<file path="src/rtl/dpc_params.svh">
// Purpose: offsets, field positions, reset values and timing counts of the port controller
// Assumes: 125 MHz pclk; one port of the dual-port memory is driven
// Notes: cycle counts derive from ns figures, rounded up as least times
`ifndef DPC_PARAMS_SVH
`define DPC_PARAMS_SVH

// apb register byte offsets
`define DPC_OFF_CTRL 12'h000
`define DPC_OFF_CFG 12'h004
`define DPC_OFF_ADDR 12'h008
`define DPC_OFF_WDATA 12'h00C
`define DPC_OFF_RDATA 12'h010
`define DPC_OFF_STAT 12'h014

// control fields: go starts one access, wr selects write, sem selects token space
`define DPC_CTRL_GO 0
`define DPC_CTRL_WR 1
`define DPC_CTRL_SEM 2
// config fields: master strap, write inhibit driven in slave mode
`define DPC_CFG_MASTER 0
`define DPC_CFG_INHIBIT 1
`define DPC_CFG_RESET 2'b01
// status fields
`define DPC_ST_ACTIVE 0
`define DPC_ST_CONT_SEEN 1
`define DPC_ST_FLAG 2
`define DPC_ST_CONT 3
`define DPC_ST_TOKEN 4

// mailbox addresses
`define DPC_MBOX_LEFT 13'h1FFE
`define DPC_MBOX_RIGHT 13'h1FFF

// timing
`define DPC_CLK_NS 8
`define DPC_SETUP_NS 20
`define DPC_ACC_NS 25
`define DPC_REC_NS 10
`define DPC_SYNC_CYC 3
// setup also spans the pin filter, so contention is seen before any strobe starts
`define DPC_SETUP_CYC ((`DPC_SETUP_NS + `DPC_CLK_NS - 1) / `DPC_CLK_NS + `DPC_SYNC_CYC)
`define DPC_ACC_CYC ((`DPC_ACC_NS + `DPC_CLK_NS - 1) / `DPC_CLK_NS + `DPC_SYNC_CYC)
`define DPC_REC_CYC ((`DPC_REC_NS + `DPC_CLK_NS - 1) / `DPC_CLK_NS)

`endif

</file>
<file path="src/rtl/dpc_pkg.sv">
// Purpose: types shared by the port controller
// Assumes: 13-bit address, 18-bit data on the memory port
// Notes: constants live in dpc_params.svh
package dpc_pkg;
    typedef logic [12:0] dpc_addr_t;
    typedef logic [17:0] dpc_data_t;
    typedef enum logic [1:0] {
        ST_IDLE,
        ST_SETUP,
        ST_STROBE,
        ST_HOLD
    } dpc_state_e;
endpackage

</file>
<file path="src/rtl/dpc_port_ctrl.sv">
// Purpose: apb-programmed controller driving one port of a dual-port memory
// Assumes: memory pins are asynchronous to pclk and pass a three-stage filter
// Notes: one access at a time; software polls the active status bit
//
// Chosen here: the address map and the APB interface to the registers.
`timescale 1ns/1ps
`include "dpc_params.svh"

module dpc_port_ctrl (
    // clock, reset, enable
    input wire logic pclk,
    input wire logic presetn,
    input wire logic clk_en,
    // apb slave
    input wire logic psel,
    input wire logic penable,
    input wire logic pwrite,
    input wire logic [11:0] paddr,
    input wire logic [31:0] pwdata,
    output logic [31:0] prdata,
    output logic pready,
    output logic pslverr,
    // memory port controls
    output logic mem_enable_n,
    output logic token_select_n,
    output logic out_enable_n,
    output logic write_n,
    output dpc_pkg::dpc_addr_t mem_addr,
    output logic master_select,
    // memory data pins
    input wire dpc_pkg::dpc_data_t dq_in,
    output dpc_pkg::dpc_data_t dq_out,
    output logic dq_oe,
    // contention pin, two-way: device drives in master mode, we drive in slave mode
    input wire logic contention_n_in,
    output logic contention_n_out,
    output logic contention_oe,
    // mailbox flag of this port
    input wire logic mailbox_flag_n
);
    import dpc_pkg::*;

    localparam int PIN_W = 20;
    localparam logic [3:0] SETUP_CNT = 4'(`DPC_SETUP_CYC - 1);
    localparam logic [3:0] ACC_CNT = 4'(`DPC_ACC_CYC - 1);
    localparam logic [3:0] REC_CNT = 4'(`DPC_REC_CYC - 1);

    dpc_state_e state_r;
    logic [3:0] cnt_r;
    logic [PIN_W-1:0] pin_raw;
    logic [PIN_W-1:0] sync1_r;
    logic [PIN_W-1:0] sync2_r;
    logic [PIN_W-1:0] sync3_r;
    logic [PIN_W-1:0] pin_f_r;
    logic op_wr_r;
    logic op_sem_r;
    logic cfg_master_r;
    logic cfg_inhibit_r;
    dpc_addr_t addr_r;
    dpc_data_t wdata_r;
    dpc_data_t rdata_r;
    logic cont_seen_r;
    logic apb_access;
    logic apb_wr;
    logic go_req;
    logic cont_f;
    logic flag_f;
    dpc_data_t dq_f;

    // register offset decode, used by both the write and the read path
    function automatic logic hit(input logic [11:0] a, input logic [11:0] off);
        hit = (a[11:2] == off[11:2]);
    endfunction

    function automatic logic mapped(input logic [11:0] a);
        mapped = hit(a, `DPC_OFF_CTRL) | hit(a, `DPC_OFF_CFG) | hit(a, `DPC_OFF_ADDR) |
                 hit(a, `DPC_OFF_WDATA) | hit(a, `DPC_OFF_RDATA) | hit(a, `DPC_OFF_STAT);
    endfunction

    // apb request is taken once, in the cycle before pready rises
    assign apb_access = psel && penable && !pready;
    assign apb_wr = apb_access && pwrite;
    assign go_req = apb_wr && hit(paddr, `DPC_OFF_CTRL) && pwdata[`DPC_CTRL_GO]
                    && (state_r == ST_IDLE);

    // filtered pin views
    assign pin_raw = {mailbox_flag_n, contention_n_in, dq_in};
    assign dq_f = pin_f_r[17:0];
    assign cont_f = pin_f_r[18];
    assign flag_f = pin_f_r[19];

    // three-stage pin synchroniser; a change counts once stages two and three agree
    generate
        for (genvar i = 0; i < PIN_W; i++) begin : g_pin
            always_ff @(posedge pclk or negedge presetn) begin
                if (!presetn) begin
                    sync1_r[i] <= 1'b1;
                    sync2_r[i] <= 1'b1;
                    sync3_r[i] <= 1'b1;
                    pin_f_r[i] <= 1'b1;
                end else if (clk_en) begin
                    sync1_r[i] <= pin_raw[i];
                    sync2_r[i] <= sync1_r[i];
                    sync3_r[i] <= sync2_r[i];
                    if (sync2_r[i] == sync3_r[i]) begin
                        pin_f_r[i] <= sync3_r[i];
                    end
                end
            end
        end
    endgenerate

    // apb handshake: one wait state, every register access answers
    always_ff @(posedge pclk or negedge presetn) begin
        if (!presetn) begin
            pready <= 1'b0;
            pslverr <= 1'b0;
        end else if (clk_en) begin
            pready <= apb_access;
            pslverr <= apb_access && !mapped(paddr);
        end
    end

    // apb read data, zero outside mapped registers
    always_ff @(posedge pclk or negedge presetn) begin
        if (!presetn) begin
            prdata <= 32'h0000_0000;
        end else if (clk_en) begin
            prdata <= 32'h0000_0000;
            if (apb_access && !pwrite) begin
                if (hit(paddr, `DPC_OFF_CTRL)) begin
                    prdata <= {29'h0000_0000, op_sem_r, op_wr_r, 1'b0};
                end else if (hit(paddr, `DPC_OFF_CFG)) begin
                    prdata <= {30'h0000_0000, cfg_inhibit_r, cfg_master_r};
                end else if (hit(paddr, `DPC_OFF_ADDR)) begin
                    prdata <= {19'h0_0000, addr_r};
                end else if (hit(paddr, `DPC_OFF_WDATA)) begin
                    prdata <= {14'h0000, wdata_r};
                end else if (hit(paddr, `DPC_OFF_RDATA)) begin
                    prdata <= {14'h0000, rdata_r};
                end else if (hit(paddr, `DPC_OFF_STAT)) begin
                    // token bit: a token read as zero is held by this side
                    prdata <= {27'h000_0000, ~rdata_r[0], cont_f, ~flag_f, cont_seen_r,
                               state_r != ST_IDLE};
                end
            end
        end
    end

    // software-written registers; operation fields lock while an access runs
    always_ff @(posedge pclk or negedge presetn) begin
        if (!presetn) begin
            op_wr_r <= 1'b0;
            op_sem_r <= 1'b0;
            cfg_master_r <= 1'b1;
            cfg_inhibit_r <= 1'b0;
            addr_r <= 13'h0000;
            wdata_r <= 18'h0_0000;
        end else if (clk_en && apb_wr) begin
            if (hit(paddr, `DPC_OFF_CTRL) && state_r == ST_IDLE) begin
                op_wr_r <= pwdata[`DPC_CTRL_WR];
                op_sem_r <= pwdata[`DPC_CTRL_SEM];
            end
            if (hit(paddr, `DPC_OFF_CFG)) begin
                cfg_master_r <= pwdata[`DPC_CFG_MASTER];
                cfg_inhibit_r <= pwdata[`DPC_CFG_INHIBIT];
            end
            if (hit(paddr, `DPC_OFF_ADDR) && state_r == ST_IDLE) begin
                addr_r <= pwdata[12:0];
            end
            if (hit(paddr, `DPC_OFF_WDATA) && state_r == ST_IDLE) begin
                wdata_r <= pwdata[17:0];
            end
        end
    end

    // contention pin: slave parts take it as a write inhibit we drive
    always_ff @(posedge pclk or negedge presetn) begin
        if (!presetn) begin
            master_select <= 1'b1;
            contention_oe <= 1'b0;
            contention_n_out <= 1'b1;
        end else if (clk_en) begin
            master_select <= cfg_master_r;
            contention_oe <= !cfg_master_r;
            contention_n_out <= !cfg_inhibit_r;
        end
    end

    // access sequencer: setup, strobe, recovery
    always_ff @(posedge pclk or negedge presetn) begin
        if (!presetn) begin
            state_r <= ST_IDLE;
            cnt_r <= 4'h0;
            cont_seen_r <= 1'b0;
        end else if (clk_en) begin
            unique case (state_r)
                ST_IDLE: begin
                    if (go_req) begin
                        state_r <= ST_SETUP;
                        cnt_r <= SETUP_CNT;
                        cont_seen_r <= 1'b0;
                    end
                end
                ST_SETUP: begin
                    if (cnt_r != 4'h0) begin
                        cnt_r <= cnt_r - 4'h1;
                    end else if (!op_sem_r && cfg_master_r && !cont_f) begin
                        // other side owns this location: stall until it lets go
                        cont_seen_r <= 1'b1;
                    end else begin
                        state_r <= ST_STROBE;
                        cnt_r <= ACC_CNT;
                    end
                end
                ST_STROBE: begin
                    if (cnt_r != 4'h0) begin
                        cnt_r <= cnt_r - 4'h1;
                    end else begin
                        state_r <= ST_HOLD;
                        cnt_r <= REC_CNT;
                    end
                end
                ST_HOLD: begin
                    if (cnt_r != 4'h0) begin
                        cnt_r <= cnt_r - 4'h1;
                    end else begin
                        state_r <= ST_IDLE;
                    end
                end
            endcase
        end
    end

    // memory port pins follow the sequencer state
    always_ff @(posedge pclk or negedge presetn) begin
        if (!presetn) begin
            mem_enable_n <= 1'b1;
            token_select_n <= 1'b1;
            out_enable_n <= 1'b1;
            write_n <= 1'b1;
            mem_addr <= 13'h0000;
            dq_out <= 18'h0_0000;
            dq_oe <= 1'b0;
        end else if (clk_en) begin
            unique case (state_r)
                ST_IDLE: begin
                    if (go_req) begin
                        // token space: memory enable high, token select low
                        mem_enable_n <= pwdata[`DPC_CTRL_SEM];
                        token_select_n <= !pwdata[`DPC_CTRL_SEM];
                        mem_addr <= addr_r;
                        dq_out <= wdata_r;
                    end
                end
                ST_SETUP: begin
                    if (cnt_r == 4'h0 && (op_sem_r || !cfg_master_r || cont_f)) begin
                        write_n <= !op_wr_r;
                        out_enable_n <= op_wr_r;
                        dq_oe <= op_wr_r;
                    end
                end
                ST_STROBE: begin
                    if (cnt_r == 4'h0) begin
                        write_n <= 1'b1;
                        out_enable_n <= 1'b1;
                    end
                end
                ST_HOLD: begin
                    dq_oe <= 1'b0;
                    if (cnt_r == 4'h0) begin
                        mem_enable_n <= 1'b1;
                        token_select_n <= 1'b1;
                    end
                end
            endcase
        end
    end

    // read data capture at the end of the strobe
    always_ff @(posedge pclk or negedge presetn) begin
        if (!presetn) begin
            rdata_r <= 18'h3_FFFF;
        end else if (clk_en) begin
            if (state_r == ST_STROBE && cnt_r == 4'h0 && !op_wr_r) begin
                rdata_r <= dq_f;
            end
        end
    end
endmodule

</file>
<file path="config.mk">
export PLATFORM = sky130hd
export DESIGN_NAME = dpc_port_ctrl
export DESIGN_NICKNAME = d
export VERILOG_FILES = /design/src/rtl/dpc_pkg.sv /design/src/rtl/dpc_port_ctrl.sv
export VERILOG_INCLUDE_DIRS = /design/src /design/src/rtl
export SDC_FILE = /design/constraint.sdc
export NUM_CORES = 1
export LEC_CHECK = 0
export BUFFER_PORTS_ARGS = -buffer_cell sky130_fd_sc_hd__buf_2
export CAP_MARGIN = 20
export CORE_UTILIZATION = 56
export CTS_CLUSTER_SIZE = 8
export DETAILED_ROUTE_END_ITERATION = 7
export GPL_ROUTABILITY_DRIVEN = 0
export PLACE_DENSITY_LB_ADDON = 0.05
export SLEW_MARGIN = 20
export SYNTH_ARGS = -nofsm -noshare
export SYNTH_HDL_FRONTEND = slang
export SYNTH_SLANG_ARGS = --single-unit
</file>
<file path="constraint.sdc">
create_clock -name pclk -period 2.5 [get_ports pclk]
set_input_delay 0.25 -clock pclk [delete_from_list [all_inputs] [get_ports pclk]]
set_output_delay 0.25 -clock pclk [all_outputs]
set_load 0.05 [all_outputs]
</file>
* Word-level counts from Yosys, hierarchy flattened
Index checks and enable logic that the tools add are counted.
** Word-level totals
- Register bits :: 213
- Logic and storage cells :: 252
- Output and inout bits :: 73
** Cells by class
- Mux-type cells :: 33
- Add/sub/neg operators :: 1
- Equal/unequal tests :: 39
- Bitwise operators :: 7
- Reduce and logical (&&, ||, !) cells :: 69
** Operators with widths (number)
- $mux W18 :: 6
- $reduce_and A2 Y1 :: 25
- $eq A1 B1 Y1 :: 20
- $eq A10 B2 Y1 const B :: 2
- $eq A10 B3 Y1 const B :: 2
- $mux W4 :: 5
- $ne A2 B2 Y1 const B :: 10
- $logic_and A1 B1 Y1 :: 17
- $pmux W4 S4 :: 1
- $pmux W1 S2 :: 6
- $reduce_and A4 Y1 :: 3
- $eq A10 B1 Y1 const B :: 1
- $logic_not A10 Y1 :: 1
- $mux W2 :: 5
- $reduce_bool A2 Y1 :: 5
- $logic_not A1 Y1 :: 9
- $mux W1 :: 8
- $pmux W2 S4 :: 1
- $reduce_and A3 Y1 :: 2
- $reduce_and A6 Y1 :: 1
- $mux W5 :: 1
- $or A1 B1 Y1 :: 5
- $reduce_and A5 Y1 :: 1
- $eq A2 B2 Y1 const B :: 2
- other kinds (8) :: 10

* Depth between registers and ports, before layout
- Depth in word-level cells :: 8
- Depth in mapped cells :: 8

* Least setup slack after synthesis
OpenSTA, ideal clock, no wires.
- Kind :: flip-flop to flip-flop
- Start :: register cnt_r[0]
- End :: register rdata_r[10]
- Clock period less this slack :: 2114 ps
- Data required time :: 2418 ps
- Path slack :: 386 ps
- Stages on the path, launching flop included :: 8
- Data arrival time :: 2032 ps
- Cell sequence :: dfrtp_1 > inv_1 > ha_1 > or3b_2 > nor3_1 > nand2_1 > buf_2 > mux2_2
** On the way
- Longest elaborated chain between the ends :: 4
** RTL lines
- start: declaration :: RTL line dpc_port_ctrl.sv:49 : logic [3:0] cnt_r;
- start signal: assignment :: RTL line dpc_port_ctrl.sv:207 : cnt_r <= cnt_r - 4'h1;
- start signal: assignment :: RTL line dpc_port_ctrl.sv:218 : cnt_r <= cnt_r - 4'h1;
- start signal: assignment :: RTL line dpc_port_ctrl.sv:226 : cnt_r <= cnt_r - 4'h1;
- $logic_not A4 Y1 :: RTL line dpc_port_ctrl.sv:285 : if (state_r == ST_STROBE && cnt_r == 4'h0 && !op_wr_r) begin
- $logic_and A1 B1 Y1 (2 in a row) :: RTL line dpc_port_ctrl.sv:285
- $reduce_and A2 Y1 (no line)
- end signal: assignment :: RTL line dpc_port_ctrl.sv:286 : rdata_r <= dq_f;
- end: declaration :: RTL line dpc_port_ctrl.sv:61 : dpc_data_t rdata_r;
Every way passes these cells.
A chain may end at the register's enable or synchronous reset.

* Worst setup path in the final report
- Start :: register pready
- End :: register wdata_r[7]
** On the way
- Longest elaborated chain between the ends :: 5
** RTL lines
- start: declaration :: RTL line dpc_port_ctrl.sv:21 : output logic pready,
- start signal: assignment :: RTL line dpc_port_ctrl.sv:119 : pready <= apb_access;
- $logic_not A1 Y1 :: RTL line dpc_port_ctrl.sv:81 : assign apb_access = psel && penable && !pready;
- $logic_and A1 B1 Y1 :: RTL line dpc_port_ctrl.sv:81
- $logic_and A1 B1 Y1 :: RTL line dpc_port_ctrl.sv:82 : assign apb_wr = apb_access && pwrite;
- $logic_and A1 B1 Y1 :: RTL line dpc_port_ctrl.sv:159 : end else if (clk_en && apb_wr) begin
- $reduce_and A2 Y1 (no line)
- end signal: assignment :: RTL line dpc_port_ctrl.sv:172 : wdata_r <= pwdata[17:0];
- end: declaration :: RTL line dpc_port_ctrl.sv:60 : dpc_data_t wdata_r;
Every way passes these cells.

==> tab_implementation.tex <==
\begin{tabular}{lr}
\hline
Metric & Value \\
\hline
\multicolumn{2}{l}{\textbf{Floorplan}} \\
\quad Area of the die & 16,200 um\^{}2 \\
\quad Number of I/O pins & 143 \\
\quad Initial core utilization & 57.6\% \\
\quad Overall die height & 127 um \\
\quad Die X & 127 um \\
\quad Area of the core & 15,300 um\^{}2 \\
\quad Number of cell rows & 45 \\
\multicolumn{2}{l}{\textbf{GRT}} \\
\quad Number of antenna violations at the first check in global routing & 0 \\
\quad Global-route wire length before repair & 30,300 um \\
\quad Total congestion overflow after global routing & 0 \\
\quad Global router's overall resource usage & 24.3\% \\
\quad Vias in the first global route & 5,854 \\
\quad Maximum number of pins on one net before global-route repair & 100 \\
\multicolumn{2}{l}{\textbf{Logic synthesis}} \\
\quad Yosys top cell area share & 31.4\% \\
\quad Seq/Total Area, Yosys & 58.1\% \\
\quad Most used standard cell by instance count after synthesis & sky130\_fd\_sc\_hd\_\_dfstp\_2 \\
\quad Gate Count Post-Synth & 709 \\
\quad Combined area of all synthesized cells & 8790 um\^{}2 \\
\quad Number of synthesized flops with an enable pin & 0 \\
\quad Synth Flop Type & sky130\_fd\_sc\_hd\_\_dfstp\_2 \\
\quad Area leader, netlist & sky130\_fd\_sc\_hd\_\_dfstp\_2 \\
\quad Synth async-reset ratio & 100\% \\
\quad Count of cell types in the netlist & 63 \\
\quad Register bit total from synthesis & 199 \\
\quad Syn avg cell area & 12.4 um\^{}2 \\
\quad Count of warnings emitted by yosys & 0 \\
\quad Cell types with the highest counts after synthesis & 105 x sky130\_fd\_sc\_hd\_\_dfstp\_2, 94 x sky130\_fd\_sc\_hd\_\_dfrtp\_1, 90 x sky130\_fd\_sc\_hd\_\_mux2\_2, 76 x sky130\_fd\_sc\_hd\_\_o21ai\_0, 44 x sky130\_fd\_sc\_hd\_\_nand2\_1 \\
\quad Top cells by area, synth & sky130\_fd\_sc\_hd\_\_dfstp\_2 31\%, sky130\_fd\_sc\_hd\_\_dfrtp\_1 27\%, sky130\_fd\_sc\_hd\_\_mux2\_2 12\%, sky130\_fd\_sc\_hd\_\_o21ai\_0 4.3\%, sky130\_fd\_sc\_hd\_\_mux2\_1 3.7\% \\
\multicolumn{2}{l}{\textbf{Timing}} \\
\quad Worst rel slew slack & 30.3\% \\
\quad Setup repair after global routing missed its margin & no \\
\quad Worst setup skew after layout & 0.00756 ns \\
\quad Final-report hold violation count & 0 \\
\quad Fraction of the cycle the final worst path needs & 87.7\% \\
\quad Final number of max-transition violations & 0 \\
\quad Final worst setup slack & 0.307 ns \\
\quad Total negative setup slack & 0 ns \\
\quad Post-layout min period & 2.19 ns \\
\quad Slew @ Worst Pin & 1.04 ns \\
\quad Total setup violations reported at the end of the flow & 0 \\
\quad Highest clock rate & 0.456 GHz \\
\multicolumn{2}{l}{\textbf{Route}} \\
\quad Post-detailed-route wirelength per cell & 17.7 um \\
\quad Vias after detailed routing & 5,915 \\
\quad Drt first-iter violations & 366 \\
\quad DRT antenna net count & 0 \\
\quad Pre-antenna DRT Iters & 5 \\
\quad Via density per instance & 5.66 \\
\quad Remaining routing DRC violations & 0 \\
\quad Final wirelength & 18,500 um \\
\multicolumn{2}{l}{\textbf{Clock network}} \\
\quad Clock H-tree levels & 4 \\
\quad Clock-pin slew on the worst setup and hold paths & 0.07 ns \\
\quad Number of buffers inserted by post-CTS setup repair & 0 \\
\quad Total clock buffers created by CTS & 17 \\
\quad Clk Latency, worst-skew pair & 0.43 ns \\
\quad Clock root buffer master & sky130\_fd\_sc\_hd\_\_clkbuf\_16 \\
\quad Clock tree from TritonCTS & yes \\
\quad CTS Sinks & 199 \\
\quad Maximum clock insertion buffer count & 2 \\
\multicolumn{2}{l}{\textbf{Final layout}} \\
\quad Count of antenna diodes in the layout & 0 \\
\quad Filler-free cell count of the finished design & 1,045 \\
\quad Finished Cell Area & 10,200 um\^{}2 \\
\quad Area growth from synthesis to layout & 15.7\% \\
\quad Number of nets at the end of the flow & 898 \\
\quad Layout cells sized above 1 & 45.0\% \\
\multicolumn{2}{l}{\textbf{Setup path}} \\
\quad Crit. End Element & flip-flop \\
\quad Data required time of the critical path & 2.81 ns \\
\quad Class of the most critical setup path & reg -> reg \\
\quad Kind of start point of the critical path & flip-flop \\
\quad Biggest fanout along the worst timing path & 18 \\
\quad Startpoint of the lowest-slack register-to-register path & pready\$\_DFFE\_PN0P\_ \\
\quad Register-to-register setup slack & 0.31 ns \\
\quad Endpoint of the worst register-to-register path & wdata\_r[7]\$\_DFFE\_PN0P\_ \\
\quad CP Data Arrival Time & 2.50 ns \\
\quad Worst reg-to-reg path cell count & 4 \\
\multicolumn{2}{l}{\textbf{Power and ir drop}} \\
\quad Power per unit of standard cell area & 858 nW/um\^{}2 \\
\quad Maximum VDD drop & 464 uV \\
\quad Post-layout total power & 8730 uW \\
\quad Leak pwr & 0.00473 uW \\
\multicolumn{2}{l}{\textbf{Placement}} \\
\quad Input/output buffers & 112 \\
\quad Setup Slack @ Placement & 0.348 ns \\
\quad Placed Cells & 1,013 \\
\quad Estimated wirelength of the detail-placed design & 12,700 um \\
\quad Instance area at placement & 9590 um\^{}2 \\
\multicolumn{2}{l}{\textbf{Hold path}} \\
\quad Startpoint of the lowest-slack hold path & dq\_in[1] \\
\quad Hold Crit Depth & 2 \\
\quad Class of the tightest hold or removal check & in -> reg \\
\quad Hold Path Sink & sync1\_r[1]\$\_DFFE\_PN1P\_ \\
\multicolumn{2}{l}{\textbf{Job}} \\
\quad Number of max-cap violations & 0 \\
\multicolumn{2}{l}{\textbf{Outcome}} \\
\quad Run status & completed \\
\hline
\end{tabular}
-- layout by cell type (no fill, tap or decap), drive strengths merged, types with 3 or more instances in the layout --
cell,synthesis,layout
a211oi,3,3
a21o,4,4
a21oi,33,33
a221o,3,3
a22oi,11,11
a31oi,3,3
a32o,4,4
a32oi,3,3
buf,25,130
clkbuf,26,22
clkinv,0,5
conb,1,14
dfrtp,94,94
dfstp,105,105
ha,6,6
inv,35,38
mux2,129,129
mux2i,3,3
nand2,45,45
nand3,5,5
nand4,9,9
nor2,10,10
nor2b,7,7
nor3,9,9
nor3b,5,5
o211ai,5,5
o21ai,76,76
o22a,4,4
o2bb2ai,7,7
o31ai,4,4
-- metrics by stage --
step / hold slack [ns] / util, %
3_3_place_gp: 0.314 / 62.9
5_1_grt: 0.0401 / 66.7
6_report: 0.0522 / 66.7
3_5_place_dp: 0.331 / 62.9
4_1_cts: 0.0351 / 66.7
2_1_floorplan: -0.0456 / -
-- registers in the layout (all words and copies together), names as in the netlist, 13 cells and up --
signal / cells
sync1_r: 20
sync2_r: 20
sync3_r: 20
dq_f: 18
dq_out: 18
prdata: 18
rdata_r: 18
wdata_r: 18
addr_r: 13
mem_addr: 13
-- per-layer routing --
layer	part of all wire, %	track usage [%]
met4	2.0	9.17
met5	0	0
met1	46	34.0
met3	5.2	3.56
met2	47	38.8
-- worst max path at each step --
| stage | depth (start not counted) | endpoint | from |
|---|---|---|---|
| after floorplan | 7 | rdata_r[10]$_DFFE_PN1P_ | cnt_r[0]$_DFFE_PN0P_ |
| final | 4 | wdata_r[7]$_DFFE_PN0P_ | pready$_DFFE_PN0P_ |
| after CTS | 7 | rdata_r[10]$_DFFE_PN1P_ | cnt_r[0]$_DFFE_PN0P_ |
| after global routing | 4 | wdata_r[17]$_DFFE_PN0P_ | pready$_DFFE_PN0P_ |
| after detailed placement | 4 | wdata_r[7]$_DFFE_PN0P_ | pready$_DFFE_PN0P_ |
| after global placement | 4 | wdata_r[16]$_DFFE_PN0P_ | pready$_DFFE_PN0P_ |
-- kinds of logic (layout without fill, tap and decap cells) --
logic type,count (synthesis),count (layout),share of synthesized area (%)
flip-flops,199,199,58.1
buffers and inverters,86,198,4.40
AO/OA/AOI/OAI,177,177,12.6
multiplexers,132,132,17.3
adder cells (fa/ha/maj),6,6,0.854
other,1,14,0.0426
AND/OR/NAND/NOR,108,108,6.69
-- area by class of cell --
cell class	instances	area, um^2
multi-input combinational	437	3340
clock buffer	21	483
sequential	199	5110
timing repair buffer	132	749
fill	1138	5080
inverter	35	131
tap	211	264
clock inverter	10	91.3
-- critical path, stage by stage (launching register included) --
cell	delay (ns)
sky130_fd_sc_hd__dfrtp_1	0.40
sky130_fd_sc_hd__nand4b_1	0.42
sky130_fd_sc_hd__nor2_1	0.42
sky130_fd_sc_hd__nand2_2	0.42
sky130_fd_sc_hd__mux2_2	0.41
-- report_power, final --
group          switching [uW]  internal (uW)
Clock                    1170           1490
Sequential                380           4030
Combinational             957            700
Total                    2500           6220
-- repair_timing --
item / CTS / global route
gates resized for setup: 0 / 0
hold endpoints to repair: 43 / 0
hold buffers: 1 / 0
No activity file was read; power rests on OpenSTA's default activity.
